$ cat config.mk
export PLATFORM = sky130hd
export DESIGN_NAME = gyc_top
export DESIGN_NICKNAME = d
export VERILOG_FILES = /design/src/core/gyc_pkg.sv /design/src/core/gyc_mem.sv /design/src/core/gyc_top.sv
export VERILOG_INCLUDE_DIRS = /design/src /design/src/core
export SDC_FILE = /design/constraint.sdc
export NUM_CORES = 2
export LEC_CHECK = 0
export BUFFER_PORTS_ARGS = -buffer_cell sky130_fd_sc_hd__buf_4
export CAP_MARGIN = 10
export CORE_MARGIN = 1
export CORE_UTILIZATION = 64
export DETAILED_ROUTE_END_ITERATION = 10
export GPL_ROUTABILITY_DRIVEN = 0
export MAX_ROUTING_LAYER = met4
export PLACE_DENSITY = 0.79
export RECOVER_POWER = 25
export SLEW_MARGIN = 20
export SYNTH_ARGS = -nofsm -noshare
export SYNTH_HDL_FRONTEND = slang
export SYNTH_SLANG_ARGS = --single-unit
$ cat constraint.sdc
create_clock -name clk_i -period 17.7 [get_ports clk_i]
set_input_delay 0.885 -clock clk_i [delete_from_list [all_inputs] [get_ports clk_i]]
set_output_delay 0.885 -clock clk_i [all_outputs]
set_load 0.005 [all_outputs]
$ cat src/core/gyc_regs.svh
// Register offsets, field positions, reset values and timing constants of the rate control block.
// Assumes the includer works with byte addresses of seven bits and a 100 MHz clock.
`ifndef GYC_REGS_SVH
`define GYC_REGS_SVH
// ----------------------------------------
// Byte offsets
// ----------------------------------------
`define GYC_A_RATE  7'h04
`define GYC_A_ANGLE 7'h0e
`define GYC_A_OFF   7'h14
`define GYC_A_SCALE 7'h16
`define GYC_A_DAC   7'h30
`define GYC_A_SMPL  7'h36
`define GYC_A_SENS  7'h38
`define GYC_A_SLP   7'h3a
`define GYC_A_CMD   7'h3e
// ----------------------------------------
// Reset and factory values
// ----------------------------------------
`define GYC_SMPL_RST 8'h01
`define GYC_SENS_RST 16'h0402
`define GYC_OFF_FACT 12'h000
`define GYC_SCL_FACT 12'h800
// ----------------------------------------
// Field positions and codes
// ----------------------------------------
`define GYC_C_NULL   0
`define GYC_C_REST   1
`define GYC_C_DAC    2
`define GYC_C_FLASH  3
`define GYC_C_SRST   7
`define GYC_SP_TB    7
`define GYC_SN_BW    7
`define GYC_RG_320   3'h4
`define GYC_RG_160   3'h2
`define GYC_RG_80    3'h1
`define GYC_MIN_M160 4'h2
`define GYC_MIN_M80  4'h4
`define GYC_MAX_M    4'h7
`define GYC_LP_MULT  8
`define GYC_CAL_SH   11
`define GYC_FRAME    5'h10
// ----------------------------------------
// Timing
// ----------------------------------------
`define GYC_CLK_MHZ   100
`define GYC_TB_FAST_US 1953
`define GYC_TB_SLOW_US 60540
`define GYC_FAST_SPS  2048
`define GYC_FLASH_MS  50
`define GYC_SLP_LSB_MS 500
`endif

$ cat src/core/gyc_pkg.sv
// Types shared by the rate control block: pipeline states and the state record.
// Assumes nothing of its surroundings.
package gyc_pkg;
    typedef enum logic [2:0] {GYC_CLR, GYC_IDLE, GYC_S1, GYC_S2, GYC_CAL} gyc_state_e;
    typedef struct packed {
        logic [2:0]  sck;
        logic [2:0]  csn;
        logic [1:0]  mosi;
        logic [1:0]  rpin;
        logic [4:0]  bits;
        logic [15:0] rx;
        logic [15:0] tx;
        logic [15:0] rdw;
        logic [11:0] off;
        logic [11:0] scl;
        logic [11:0] dac;
        logic [11:0] dacl;
        logic [7:0]  smpl;
        logic [15:0] sens;
        logic [7:0]  slp;
        logic [11:0] nv_off;
        logic [11:0] nv_scl;
        logic [7:0]  nv_smpl;
        logic [15:0] nv_sens;
        logic [31:0] fcnt;
        logic        fpend;
        logic [31:0] tcnt;
        logic [31:0] scnt;
        logic [7:0]  sl_left;
        logic        sleeping;
        logic        lp;
        logic        upd;
        gyc_state_e  st;
        logic [6:0]  wp;
        logic [15:0] x;
        logic [15:0] prev;
        logic [15:0] s1o;
        logic [15:0] filt;
        logic [23:0] sum1;
        logic [23:0] sum2;
        logic [15:0] rate;
        logic [15:0] ang;
    } gyc_st_s;
endpackage : gyc_pkg

$ cat src/core/gyc_mem.sv
// Simple dual-port memory with registered read data, one delay line of the filter.
// Assumes one clock; contents are undefined until written.
`timescale 1ns/100ps
`default_nettype none
module gyc_mem #(
    parameter int W = 16,
    parameter int D = 128,
    parameter int AW = $clog2(D)
) (
    input  wire logic          clk_i,
    input  wire logic          we_i,
    input  wire logic [AW-1:0] waddr_i,
    input  wire logic [W-1:0]  wdata_i,
    input  wire logic [AW-1:0] raddr_i,
    output logic      [W-1:0]  rdata_o
);
    logic [W-1:0] mem [D];

    if (D != (1 << AW) || W < 1) begin : g_chk
        $error("gyc_mem needs a power-of-two depth.");
    end

    always_ff @(posedge clk_i) begin
        if (we_i) begin
            mem[waddr_i] <= wdata_i;
        end
        rdata_o <= mem[raddr_i];
    end
endmodule : gyc_mem
`default_nettype wire

$ cat src/core/gyc_top.sv
// Command, sample timing, sleep, filter and calibration logic of the rate sensor, behind its serial port.
// Assumes raw_rate_i is produced on clk_i; the serial pins and the reset pin come from outside.
//
// How it works
// - A one written to a command bit starts its operation; zeros start nothing.
// - Auto-null clears the angle output; it zeroes the rate output via calibration only when the offset was zero before.
// - Auto-null stores the negated current rate output into the offset calibration.
// - Factory restore loads offset 0x000 and scale 0x800.
// - Manual flash update copies nonvolatile registers to flash, busy about 50 ms.
// - Auto-null and factory restore are followed by a flash update.
// - Converter latch command copies the converter register to the output latch.
// - Software reset restarts the processor exactly like the reset pin.
// - Sample period is time base times multiplier plus one.
// - Bit 7 picks time base 1.953 ms or 60.54 ms.
// - Low byte zero means 2048 samples per second and prefilter bypass.
// - Output data refresh at the sample rate, independent of reads.
// - Below 64 samples per second the device runs in low power mode.
// - Nonzero sleep count shuts the device down for count times 0.5 s.
// - Device wakes by itself when the sleep interval ends.
// - Chip select low wakes early; host holds it high to stay asleep.
// - Tap field M sets a filter length of two to the power M.
// - Bartlett filter equals two cascaded N-tap moving averages.
// - Range field 100, 010, 001 selects 320, 160, 80 degrees per second.
// - Range 160 forces taps M of at least 2, range 80 at least 4.
`timescale 1ns/100ps
`default_nettype none
`include "gyc_regs.svh"
module gyc_top import gyc_pkg::*; #(
    parameter int unsigned TB_FAST_CYC = `GYC_TB_FAST_US * `GYC_CLK_MHZ,
    parameter int unsigned TB_SLOW_CYC = `GYC_TB_SLOW_US * `GYC_CLK_MHZ,
    parameter int unsigned FAST_CYC    = (`GYC_CLK_MHZ * 1000000) / `GYC_FAST_SPS,
    parameter int unsigned FLASH_CYC   = `GYC_FLASH_MS * `GYC_CLK_MHZ * 1000,
    parameter int unsigned HALF_CYC    = `GYC_SLP_LSB_MS * `GYC_CLK_MHZ * 1000
) (
    input  wire logic        clk_i,
    input  wire logic        resetn_i,
    input  wire logic        rst_pin_n_i,
    input  wire logic        sclk_i,
    input  wire logic        cs_n_i,
    input  wire logic        mosi_i,
    input  wire logic [15:0] raw_rate_i,
    output logic             miso_o,
    output logic [15:0]      rate_output_o,
    output logic [15:0]      integrated_angle_output_o,
    output logic [11:0]      dac_o,
    output logic [2:0]       range_o,
    output logic             wide_bw_o,
    output logic             low_power_o,
    output logic             sleep_o,
    output logic             flash_busy_o,
    output logic             sample_o
);
    // ----------------------------------------
    // Declarations
    // ----------------------------------------
    gyc_st_s     s;
    gyc_st_s     n;
    logic [1:0]  rsync;
    logic        rst_n;
    logic        we1;
    logic        we2;
    logic [15:0] wd1;
    logic [15:0] wd2;
    logic [6:0]  ra;
    logic [15:0] rd1;
    logic [15:0] rd2;
    logic [7:0]  cmd;
    logic        srst;
    logic        tick;
    logic        retap;
    logic [7:0]  nt;
    logic [23:0] sum1n;
    logic [23:0] sum2n;
    logic [6:0]  wa;
    logic [7:0]  wd;

    // Products of the period must fit the 32-bit sample counter, and bit 7 alone marks
    // low power only while the slow time base is longer than eight fast ones.
    if (TB_FAST_CYC == 0 || FAST_CYC == 0 || FLASH_CYC == 0 || HALF_CYC == 0
        || TB_SLOW_CYC <= `GYC_LP_MULT * TB_FAST_CYC
        || TB_SLOW_CYC > 32'hffffffff / 128) begin : g_chk
        $error("gyc_top timing parameters out of range.");
    end

    // ----------------------------------------
    // Functions
    // ----------------------------------------
    function automatic logic [31:0] per(logic [7:0] sp);
        logic [31:0] b;
        b = sp[`GYC_SP_TB] ? TB_SLOW_CYC : TB_FAST_CYC;
        if (sp == 8'h00) begin
            per = FAST_CYC;
        end else begin
            per = b * ({25'h0, sp[6:0]} + 32'h1);
        end
    endfunction : per

    function automatic logic [3:0] fix_m(logic [2:0] rg, logic [3:0] m);
        logic [3:0] lo;
        lo = (rg == `GYC_RG_80) ? `GYC_MIN_M80 : (rg == `GYC_RG_160) ? `GYC_MIN_M160 : 4'h0;
        fix_m = (m < lo) ? lo : m;
        if (fix_m > `GYC_MAX_M) begin
            fix_m = `GYC_MAX_M;
        end
    endfunction : fix_m

    function automatic logic [15:0] avg(logic [23:0] sm, logic [3:0] m);
        logic [23:0] t;
        t = $signed(sm) >>> m;
        avg = t[15:0];
    endfunction : avg

    function automatic logic [15:0] cal(logic [15:0] f, logic [11:0] m, logic [11:0] b);
        logic signed [29:0] p;
        logic signed [29:0] y;
        p = $signed({{14{f[15]}}, f}) * $signed({18'h0, m});
        y = (p >>> `GYC_CAL_SH) + $signed({{18{b[11]}}, b});
        if (y > $signed(30'h00007fff)) begin
            cal = 16'h7fff;
        end else if (y < $signed(30'h3fff8000)) begin
            cal = 16'h8000;
        end else begin
            cal = y[15:0];
        end
    endfunction : cal

    function automatic logic [11:0] neg12(logic [15:0] r);
        logic signed [16:0] v;
        v = -$signed({r[15], r});
        if (v > $signed(17'h007ff)) begin
            neg12 = 12'h7ff;
        end else if (v < $signed(17'h1f800)) begin
            neg12 = 12'h800;
        end else begin
            neg12 = v[11:0];
        end
    endfunction : neg12

    function automatic logic [15:0] rdmux(logic [6:0] a, gyc_st_s q);
        case ({a[6:1], 1'b0})
            `GYC_A_RATE:  rdmux = q.rate;
            `GYC_A_ANGLE: rdmux = q.ang;
            `GYC_A_OFF:   rdmux = {4'h0, q.off};
            `GYC_A_SCALE: rdmux = {4'h0, q.scl};
            `GYC_A_DAC:   rdmux = {4'h0, q.dac};
            `GYC_A_SMPL:  rdmux = {8'h00, q.smpl};
            `GYC_A_SENS:  rdmux = q.sens;
            `GYC_A_SLP:   rdmux = {8'h00, q.slp};
            default:      rdmux = 16'h0000;
        endcase
    endfunction : rdmux

    // ----------------------------------------
    // Reset release and filter delay lines
    // ----------------------------------------
    always_ff @(posedge clk_i or negedge resetn_i) begin
        if (!resetn_i) begin
            rsync <= 2'h0;
        end else begin
            rsync <= {rsync[0], 1'b1};
        end
    end
    assign rst_n = rsync[1];

    gyc_mem #(.W(16), .D(128)) u_line1 (.clk_i(clk_i), .we_i(we1), .waddr_i(s.wp), .wdata_i(wd1),
        .raddr_i(ra), .rdata_o(rd1));
    gyc_mem #(.W(16), .D(128)) u_line2 (.clk_i(clk_i), .we_i(we2), .waddr_i(s.wp), .wdata_i(wd2),
        .raddr_i(ra), .rdata_o(rd2));

    // ----------------------------------------
    // Next state
    // ----------------------------------------
    always_comb begin
        n = s;
        we1 = 1'b0;
        we2 = 1'b0;
        wd1 = 16'h0000;
        wd2 = 16'h0000;
        nt = 8'h01 << s.sens[3:0];
        ra = s.wp - nt[6:0];
        cmd = 8'h00;
        tick = 1'b0;
        retap = 1'b0;
        sum1n = 24'h0;
        sum2n = 24'h0;
        wa = s.rx[14:8];
        wd = s.rx[7:0];
        n.sck = {s.sck[1:0], sclk_i};
        n.csn = {s.csn[1:0], cs_n_i};
        n.mosi = {s.mosi[0], mosi_i};
        n.rpin = {s.rpin[0], rst_pin_n_i};
        n.upd = 1'b0;
        n.lp = (s.smpl != 8'h00) && (s.smpl[`GYC_SP_TB] || s.smpl[6:0] >= 7'(`GYC_LP_MULT));
        if (s.fcnt != 32'h0) begin
            n.fcnt = s.fcnt - 32'h1;
        end
        if (s.sleeping) begin
            if (!s.csn[1]) begin
                n.sleeping = 1'b0;
            end else if (s.scnt >= HALF_CYC - 32'h1) begin
                n.scnt = 32'h0;
                n.sl_left = s.sl_left - 8'h01;
                n.sleeping = (s.sl_left > 8'h01);
            end else begin
                n.scnt = s.scnt + 32'h1;
            end
        end else if (s.tcnt >= per(s.smpl) - 32'h1) begin
            n.tcnt = 32'h0;
            tick = 1'b1;
        end else begin
            n.tcnt = s.tcnt + 32'h1;
        end
        unique case (s.st)
            GYC_CLR: begin
                we1 = 1'b1;
                we2 = 1'b1;
                n.wp = s.wp + 7'h01;
                if (s.wp == 7'h7f) begin
                    n.st = GYC_IDLE;
                    n.sum1 = 24'h0;
                    n.sum2 = 24'h0;
                end
            end
            GYC_IDLE: begin
                if (tick) begin
                    // The prefilter averages two samples; fast mode skips it.
                    n.x = (s.smpl == 8'h00) ? raw_rate_i : 16'(({raw_rate_i[15], raw_rate_i}
                          + {s.prev[15], s.prev}) >> 1);
                    n.prev = raw_rate_i;
                    n.st = GYC_S1;
                end
            end
            GYC_S1: begin
                sum1n = s.sum1 + {{8{s.x[15]}}, s.x} - {{8{rd1[15]}}, rd1};
                n.sum1 = sum1n;
                n.s1o = avg(sum1n, s.sens[3:0]);
                we1 = 1'b1;
                wd1 = s.x;
                n.st = GYC_S2;
            end
            GYC_S2: begin
                sum2n = s.sum2 + {{8{s.s1o[15]}}, s.s1o} - {{8{rd2[15]}}, rd2};
                n.sum2 = sum2n;
                n.filt = avg(sum2n, s.sens[3:0]);
                we2 = 1'b1;
                wd2 = s.s1o;
                n.wp = s.wp + 7'h01;
                n.st = GYC_CAL;
            end
            GYC_CAL: begin
                n.rate = cal(s.filt, s.scl, s.off);
                n.ang = s.ang + n.rate;
                n.upd = 1'b1;
                n.st = GYC_IDLE;
            end
        endcase
        // Serial port, mode 3: the first falling clock launches the loaded MSB, later ones shift.
        if (s.csn[2] && !s.csn[1]) begin
            n.bits = 5'h00;
            n.tx = s.rdw;
        end
        if (!s.csn[1] && !s.sck[2] && s.sck[1]) begin
            n.rx = {s.rx[14:0], s.mosi[1]};
            n.bits = (s.bits == 5'h1f) ? s.bits : s.bits + 5'h01;
        end
        if (!s.csn[1] && s.sck[2] && !s.sck[1] && s.bits != 5'h00) begin
            n.tx = {s.tx[14:0], 1'b0};
        end
        if (!s.csn[2] && s.csn[1] && s.bits == `GYC_FRAME) begin
            if (!s.rx[15]) begin
                n.rdw = rdmux(wa, s);
            end else begin
                case (wa)
                    `GYC_A_OFF:          n.off[7:0] = wd;
                    `GYC_A_OFF + 7'h1:   n.off[11:8] = wd[3:0];
                    `GYC_A_SCALE:        n.scl[7:0] = wd;
                    `GYC_A_SCALE + 7'h1: n.scl[11:8] = wd[3:0];
                    `GYC_A_DAC:          n.dac[7:0] = wd;
                    `GYC_A_DAC + 7'h1:   n.dac[11:8] = wd[3:0];
                    `GYC_A_SMPL:         n.smpl = wd;
                    `GYC_A_CMD:          cmd = wd;
                    `GYC_A_SENS: begin
                        n.sens[`GYC_SN_BW] = wd[7];
                        n.sens[3:0] = fix_m(s.sens[10:8], wd[3:0]);
                        retap = 1'b1;
                    end
                    `GYC_A_SENS + 7'h1: begin
                        if (wd[2:0] == `GYC_RG_320 || wd[2:0] == `GYC_RG_160 || wd[2:0] == `GYC_RG_80) begin
                            n.sens[10:8] = wd[2:0];
                            n.sens[3:0] = fix_m(wd[2:0], s.sens[3:0]);
                            retap = 1'b1;
                        end
                    end
                    `GYC_A_SLP: begin
                        n.slp = wd;
                        if (wd != 8'h00) begin
                            n.sleeping = 1'b1;
                            n.sl_left = wd;
                            n.scnt = 32'h0;
                        end
                    end
                    default: ;
                endcase
            end
        end
        // A new filter length invalidates both running sums, so the lines are cleared.
        if (retap) begin
            n.st = GYC_CLR;
            n.wp = 7'h00;
        end
        if (cmd[`GYC_C_DAC]) begin
            n.dacl = s.dac;
        end
        if (cmd[`GYC_C_NULL]) begin
            n.ang = 16'h0000;
            n.off = neg12(s.rate);
            n.fpend = 1'b1;
        end
        if (cmd[`GYC_C_REST]) begin
            n.off = `GYC_OFF_FACT;
            n.scl = `GYC_SCL_FACT;
            n.fpend = 1'b1;
        end
        if (cmd[`GYC_C_FLASH] || s.fpend) begin
            n.nv_off = s.off;
            n.nv_scl = s.scl;
            n.nv_smpl = s.smpl;
            n.nv_sens = s.sens;
            n.fcnt = FLASH_CYC;
            n.fpend = s.fpend ? 1'b0 : n.fpend;
        end
        srst = cmd[`GYC_C_SRST] || !s.rpin[1];
        if (srst) begin
            n.off = s.nv_off;
            n.scl = s.nv_scl;
            n.smpl = s.nv_smpl;
            n.sens = s.nv_sens;
            n.slp = 8'h00;
            n.dac = 12'h000;
            n.dacl = 12'h000;
            n.sleeping = 1'b0;
            n.rate = 16'h0000;
            n.ang = 16'h0000;
            n.fpend = 1'b0;
            n.tcnt = 32'h0;
            n.st = GYC_CLR;
            n.wp = 7'h00;
        end
    end

    always_ff @(posedge clk_i or negedge rst_n) begin
        if (!rst_n) begin
            s <= '0;
            s.sck <= 3'h7;
            s.csn <= 3'h7;
            s.rpin <= 2'h3;
            s.st <= GYC_CLR;
            s.smpl <= `GYC_SMPL_RST;
            s.sens <= `GYC_SENS_RST;
            s.scl <= `GYC_SCL_FACT;
            s.nv_smpl <= `GYC_SMPL_RST;
            s.nv_sens <= `GYC_SENS_RST;
            s.nv_scl <= `GYC_SCL_FACT;
        end else begin
            s <= n;
        end
    end

    assign miso_o = s.tx[15];
    assign rate_output_o = s.rate;
    assign integrated_angle_output_o = s.ang;
    assign dac_o = s.dacl;
    assign range_o = s.sens[10:8];
    assign wide_bw_o = s.sens[`GYC_SN_BW];
    assign low_power_o = s.lp;
    assign sleep_o = s.sleeping;
    assign flash_busy_o = (s.fcnt != 32'h0);
    assign sample_o = s.upd;

    // ----------------------------------------
    // Assertions
    // ----------------------------------------
    logic [31:0] gap;
    logic        gv;
    always_ff @(posedge clk_i or negedge rst_n) begin
        if (!rst_n) begin
            gap <= 32'h0;
            gv <= 1'b0;
        end else begin
            gap <= tick ? 32'h0 : gap + 32'h1;
            gv <= tick ? 1'b1 : (gv && n.smpl == s.smpl && !s.sleeping && !srst);
        end
    end
endmodule : gyc_top
`default_nettype wire

==> impl_summary.md <==
Cells and area
The number of filler cells placed in the layout is around 17000. The core utilization of the finished layout is a little under three quarters. The synthesis-to-finish area growth is 10.6%. The share of post-route cells with drive strength above 1 is between 20% and 30%.

The combined flip-flop and latch cell area is 135000 um2. Summing all multi-input logic gate instances after layout gives roughly 59000 um2. The net count of the finished layout is 12040.

Synthesis
The flop and latch count out of synthesis is 4583. The most used flip-flop cell after synthesis is sky130_fd_sc_hd__edfxtp_1. The cell with the most instances after synthesis is sky130_fd_sc_hd__edfxtp_1.

The synthesized design spends more area on one cell type than any other, namely sky130_fd_sc_hd__edfxtp_1. The total of warnings raised by yosys is 0. Yosys mapped a number of flops with a built-in enable equal to about 4000.

The portion of the post-synthesis area used by sequential elements is 68.2%. After synthesis, the most frequently instantiated cells are sky130_fd_sc_hd__edfxtp_1 (4096), sky130_fd_sc_hd__mux4_2 (1283), sky130_fd_sc_hd__nand2_1 (762). Ranked by total cell area, the synthesized netlist is headed by sky130_fd_sc_hd__edfxtp_1 (62%), sky130_fd_sc_hd__mux4_2 (15%), sky130_fd_sc_hd__dfrtp_1 (5.5%).

The mean instance size in the synthesized netlist is 17.8 um2. After synthesis the cells add up to about 200000 um2. The count of distinct cell types in the synthesized netlist is 88. The cell count after synthesis came out at roughly 11000. For this run, asynchronously set or reset flops after synthesis account for 9.93%.

After synthesis, the largest area contributor takes up 62.1% of total cell area.

Place
In this run the tool buffered the top-level ports with 74 buffer cells. The placed wire-length estimate is between 200000 and 300000 um. The post-placement setup slack is about 7.2 ns.

Clocking
The number of sinks driven by the clock tree is between 4000 and 5000. TritonCTS built the clock tree. The buffer depth of the longest clock path is 4. Buffers added to address setup during post-CTS repair amount to 0. In this run the clock root is driven by a sky130_fd_sc_hd__clkbuf_16. The number of buffers created by CTS is 437. After clock tree synthesis, the clock-pin slew on the worst setup and hold paths is around 0.060 ns.

The H-tree was split into 5 levels. For the worst-skew pair, the clock arrives at the later sink with an insertion delay of just over 1 ns.

STA
The largest clock skew in the final design is 0.129 ns. The tightest hold margin is a little under 0.06 ns. The final setup violation count is 0. The slew of the pin with the lowest slew margin is 4.25 ns.

The count of final max-slew check failures is about 1600. The setup TNS is 0 ns. The share of the clock period used by the worst path after layout is roughly three fifths. The fmax is a little over 90 MHz. The relative slew slack is -183%. Setup repair after global routing left no endpoint under its margin. Setup slack closes at 7.00 ns. The final hold violation count is 0.

The worst path in the final design needs a cycle of between 10 and 15 ns, including I/O delays and setup.

Worst setup path
In this run the worst path has a maximum fanout of 18. Data arrives at the worst endpoint at about 12 ns. The type of the setup path with the least slack is flip-flop to flip-flop. The worst setup path is captured at a flip-flop. In this design, the stage delay of the slowest critical-path cell is ~0.6 ns. The standard cell with the maximum stage delay on the critical path is sky130_fd_sc_hd__dfrtp_1. The startpoint kind of the worst setup timing path is a flip-flop. For the worst setup path, the data required time is ~19 ns.

Floorplanning
75 I/O pins were placed. The core region is 307000 um2. The die area is between 300000 and 400000 um2. For this configuration, the core starts out at a cell density of 64.6%.

The initialized floorplan defines between 200 and 250 standard-cell rows. The width of the die is 558 um. The die is around 560 um tall.

Global route
The remaining global-route overflow is 0. The global routing usage summed across all routing layers is between 30 and 40%. The wire length of the first global-routing pass is 773000 um. The pin count of the biggest net entering global routing is between 100 and 150. The number of global-route vias before repair came to 112427. The initial antenna violation count came to 22.

Routing
The number of vias after detailed routing is 111576. The number of design-rule violations left by the first detailed-router iteration is between 15000 and 20000. The ratio of routed vias to standard cells is 7.01.

In the final routed layout, each cell accounts on average for 33.3 um. The post-route antenna net violation count is 0. The final layout contains routed wiring with a total length of approximately 530000 um. The pre-antenna-repair detailed-routing pass consisted of 8 iterations. The remaining routing DRC violations is 0.

Power
Across the VDD grid, the largest voltage drop is 0.210 mV. Power spread over the standard cell area amounts to 152 nW/um2. The static power due to leakage is 72.7 nW. Overall power consumption after layout is estimated at 0.0333 W.

Run status
The run finished, with violations left. The checks that failed: max-capacitance violations, max-slew violations.

Worst hold path
The path class of the tightest hold or removal check is input pin to flip-flop.

Flow run
The number of maximum-capacitance violations is 38.
==> worst paths after layout <==
kind	from	endpoint	slack [ns]	cells past startpoint
worst min-delay path	rst_pin_n_i	n[444]	0.06	1
max in group asynchronous	rsync[1]	s[320]	8.44	3
worst max-delay path	s[367]	integrated_angle_output_o[15]	7.00	44
min in group asynchronous	resetn_i	rsync[0]	0.26	2
worst max register to register	s[367]	integrated_angle_output_o[15]	7.00	44
worst min register to register	n[446]	s[446]	0.36	0
==> metal layers <==
metal	global-route usage [%]	share of wire (%)	vias to the layer above
met2	55.1	48	8921
met4	13.3	4.5	0
met1	47.1	35	57216
li1	-	-	43939
met5	-	0	-
met3	6.93	12	1500
==> timing repair <==
item	CTS	global route
hold buffers	3	0
endpoints found under the hold margin	4	0
resized for setup	0	0
==> cell families after synthesis <==
| family | after synthesis | share of synthesized area (%) |
|---|---|---|
| AOI/OAI and AO/OA | 1082 | 3.37 |
| xor gates and xnor gates | 240 | 1.06 |
| adders and majority gates | 577 | 4.77 |
| buffers and inverters | 1182 | 2.34 |
| DFF | 4583 | 68.2 |
| muxes | 1558 | 16.0 |
| other | 2 | 0.00379 |
| and+or+nand+nor | 1901 | 4.26 |
==> state kept, by name (all words and copies together) (netlist names) <==
signal	count
dac_o	12
integrated_angle_output_o	16
low_power_o	1
miso_o	1
n	6
range_o	3
rate_output_o	16
rsync	2
s	395
sample_o	1
sleep_o	1
u_line1.mem	2048
u_line1.rdata_o	16
u_line2.mem	2048
u_line2.rdata_o	16
wide_bw_o	1
==> final cells by class <==
class | count | area share [%]
Antenna cell | 15 | 0.0171
Clock buffer | 540 | 5.28
Clock inverter | 268 | 1.26
Inverter | 561 | 0.961
Multi-Input combinational cell | 5363 | 26.9
Sequential cell | 4583 | 61.6
Tap cell | 4100 | 2.34
Timing Repair Buffer | 495 | 1.59
==> critical path: cells and delay by family (launching register included) <==
family | cells | cell delay [ns]
DFF | 1 | 0.60
xor gates and xnor gates | 4 | 0.80
AOI/OAI and AO/OA | 16 | 3.63
buffers and inverters | 6 | 0.54
adders and majority gates | 8 | 3.28
and+or+nand+nor | 10 | 1.75
==> power breakdown <==
part	internal (W)	switching [W]	total (W)
Clock	0.00525	0.00424	0.00949
Sequential	0.0119	0.000214	0.0121
Combinational	0.00450	0.00719	0.0117
Total	0.0216	0.0116	0.0333
==> cells in the final DEF, fill, tap and decap left out, drive strengths merged, types with 22 or more instances in the layout <==
master,Yosys,final
a211oi,38,38
a21o,61,61
a21oi,262,262
a22o,41,41
a31oi,45,45
and2,126,126
and3,40,40
buf,168,333
bufinv,0,40
clkbuf,453,699
clkinv,2,198
dfrtp,439,439
dfxtp,32,32
edfxtp,4096,4096
fa,296,296
ha,281,281
inv,559,572
mux2,122,122
mux2i,153,153
mux4,1283,1283
nand2,762,762
nand2b,32,32
nand3,89,89
nor2,597,597
nor2b,34,34
nor3,83,83
o211ai,47,47
o21a,22,22
o21ai,384,384
o31ai,23,23
xnor2,138,138
xor2,102,102
==> metrics by stage <==
step / std cells / instance area (um2)
6_report: 15925 / 219000
5_1_grt: 15922 / 219000
4_1_cts: 15905 / 219000
3_5_place_dp: 15094 / 205000
3_3_place_gp: 15093 / 205000
2_1_floorplan: 11128 / 198000
No activity file was read; power rests on OpenSTA's default activity.
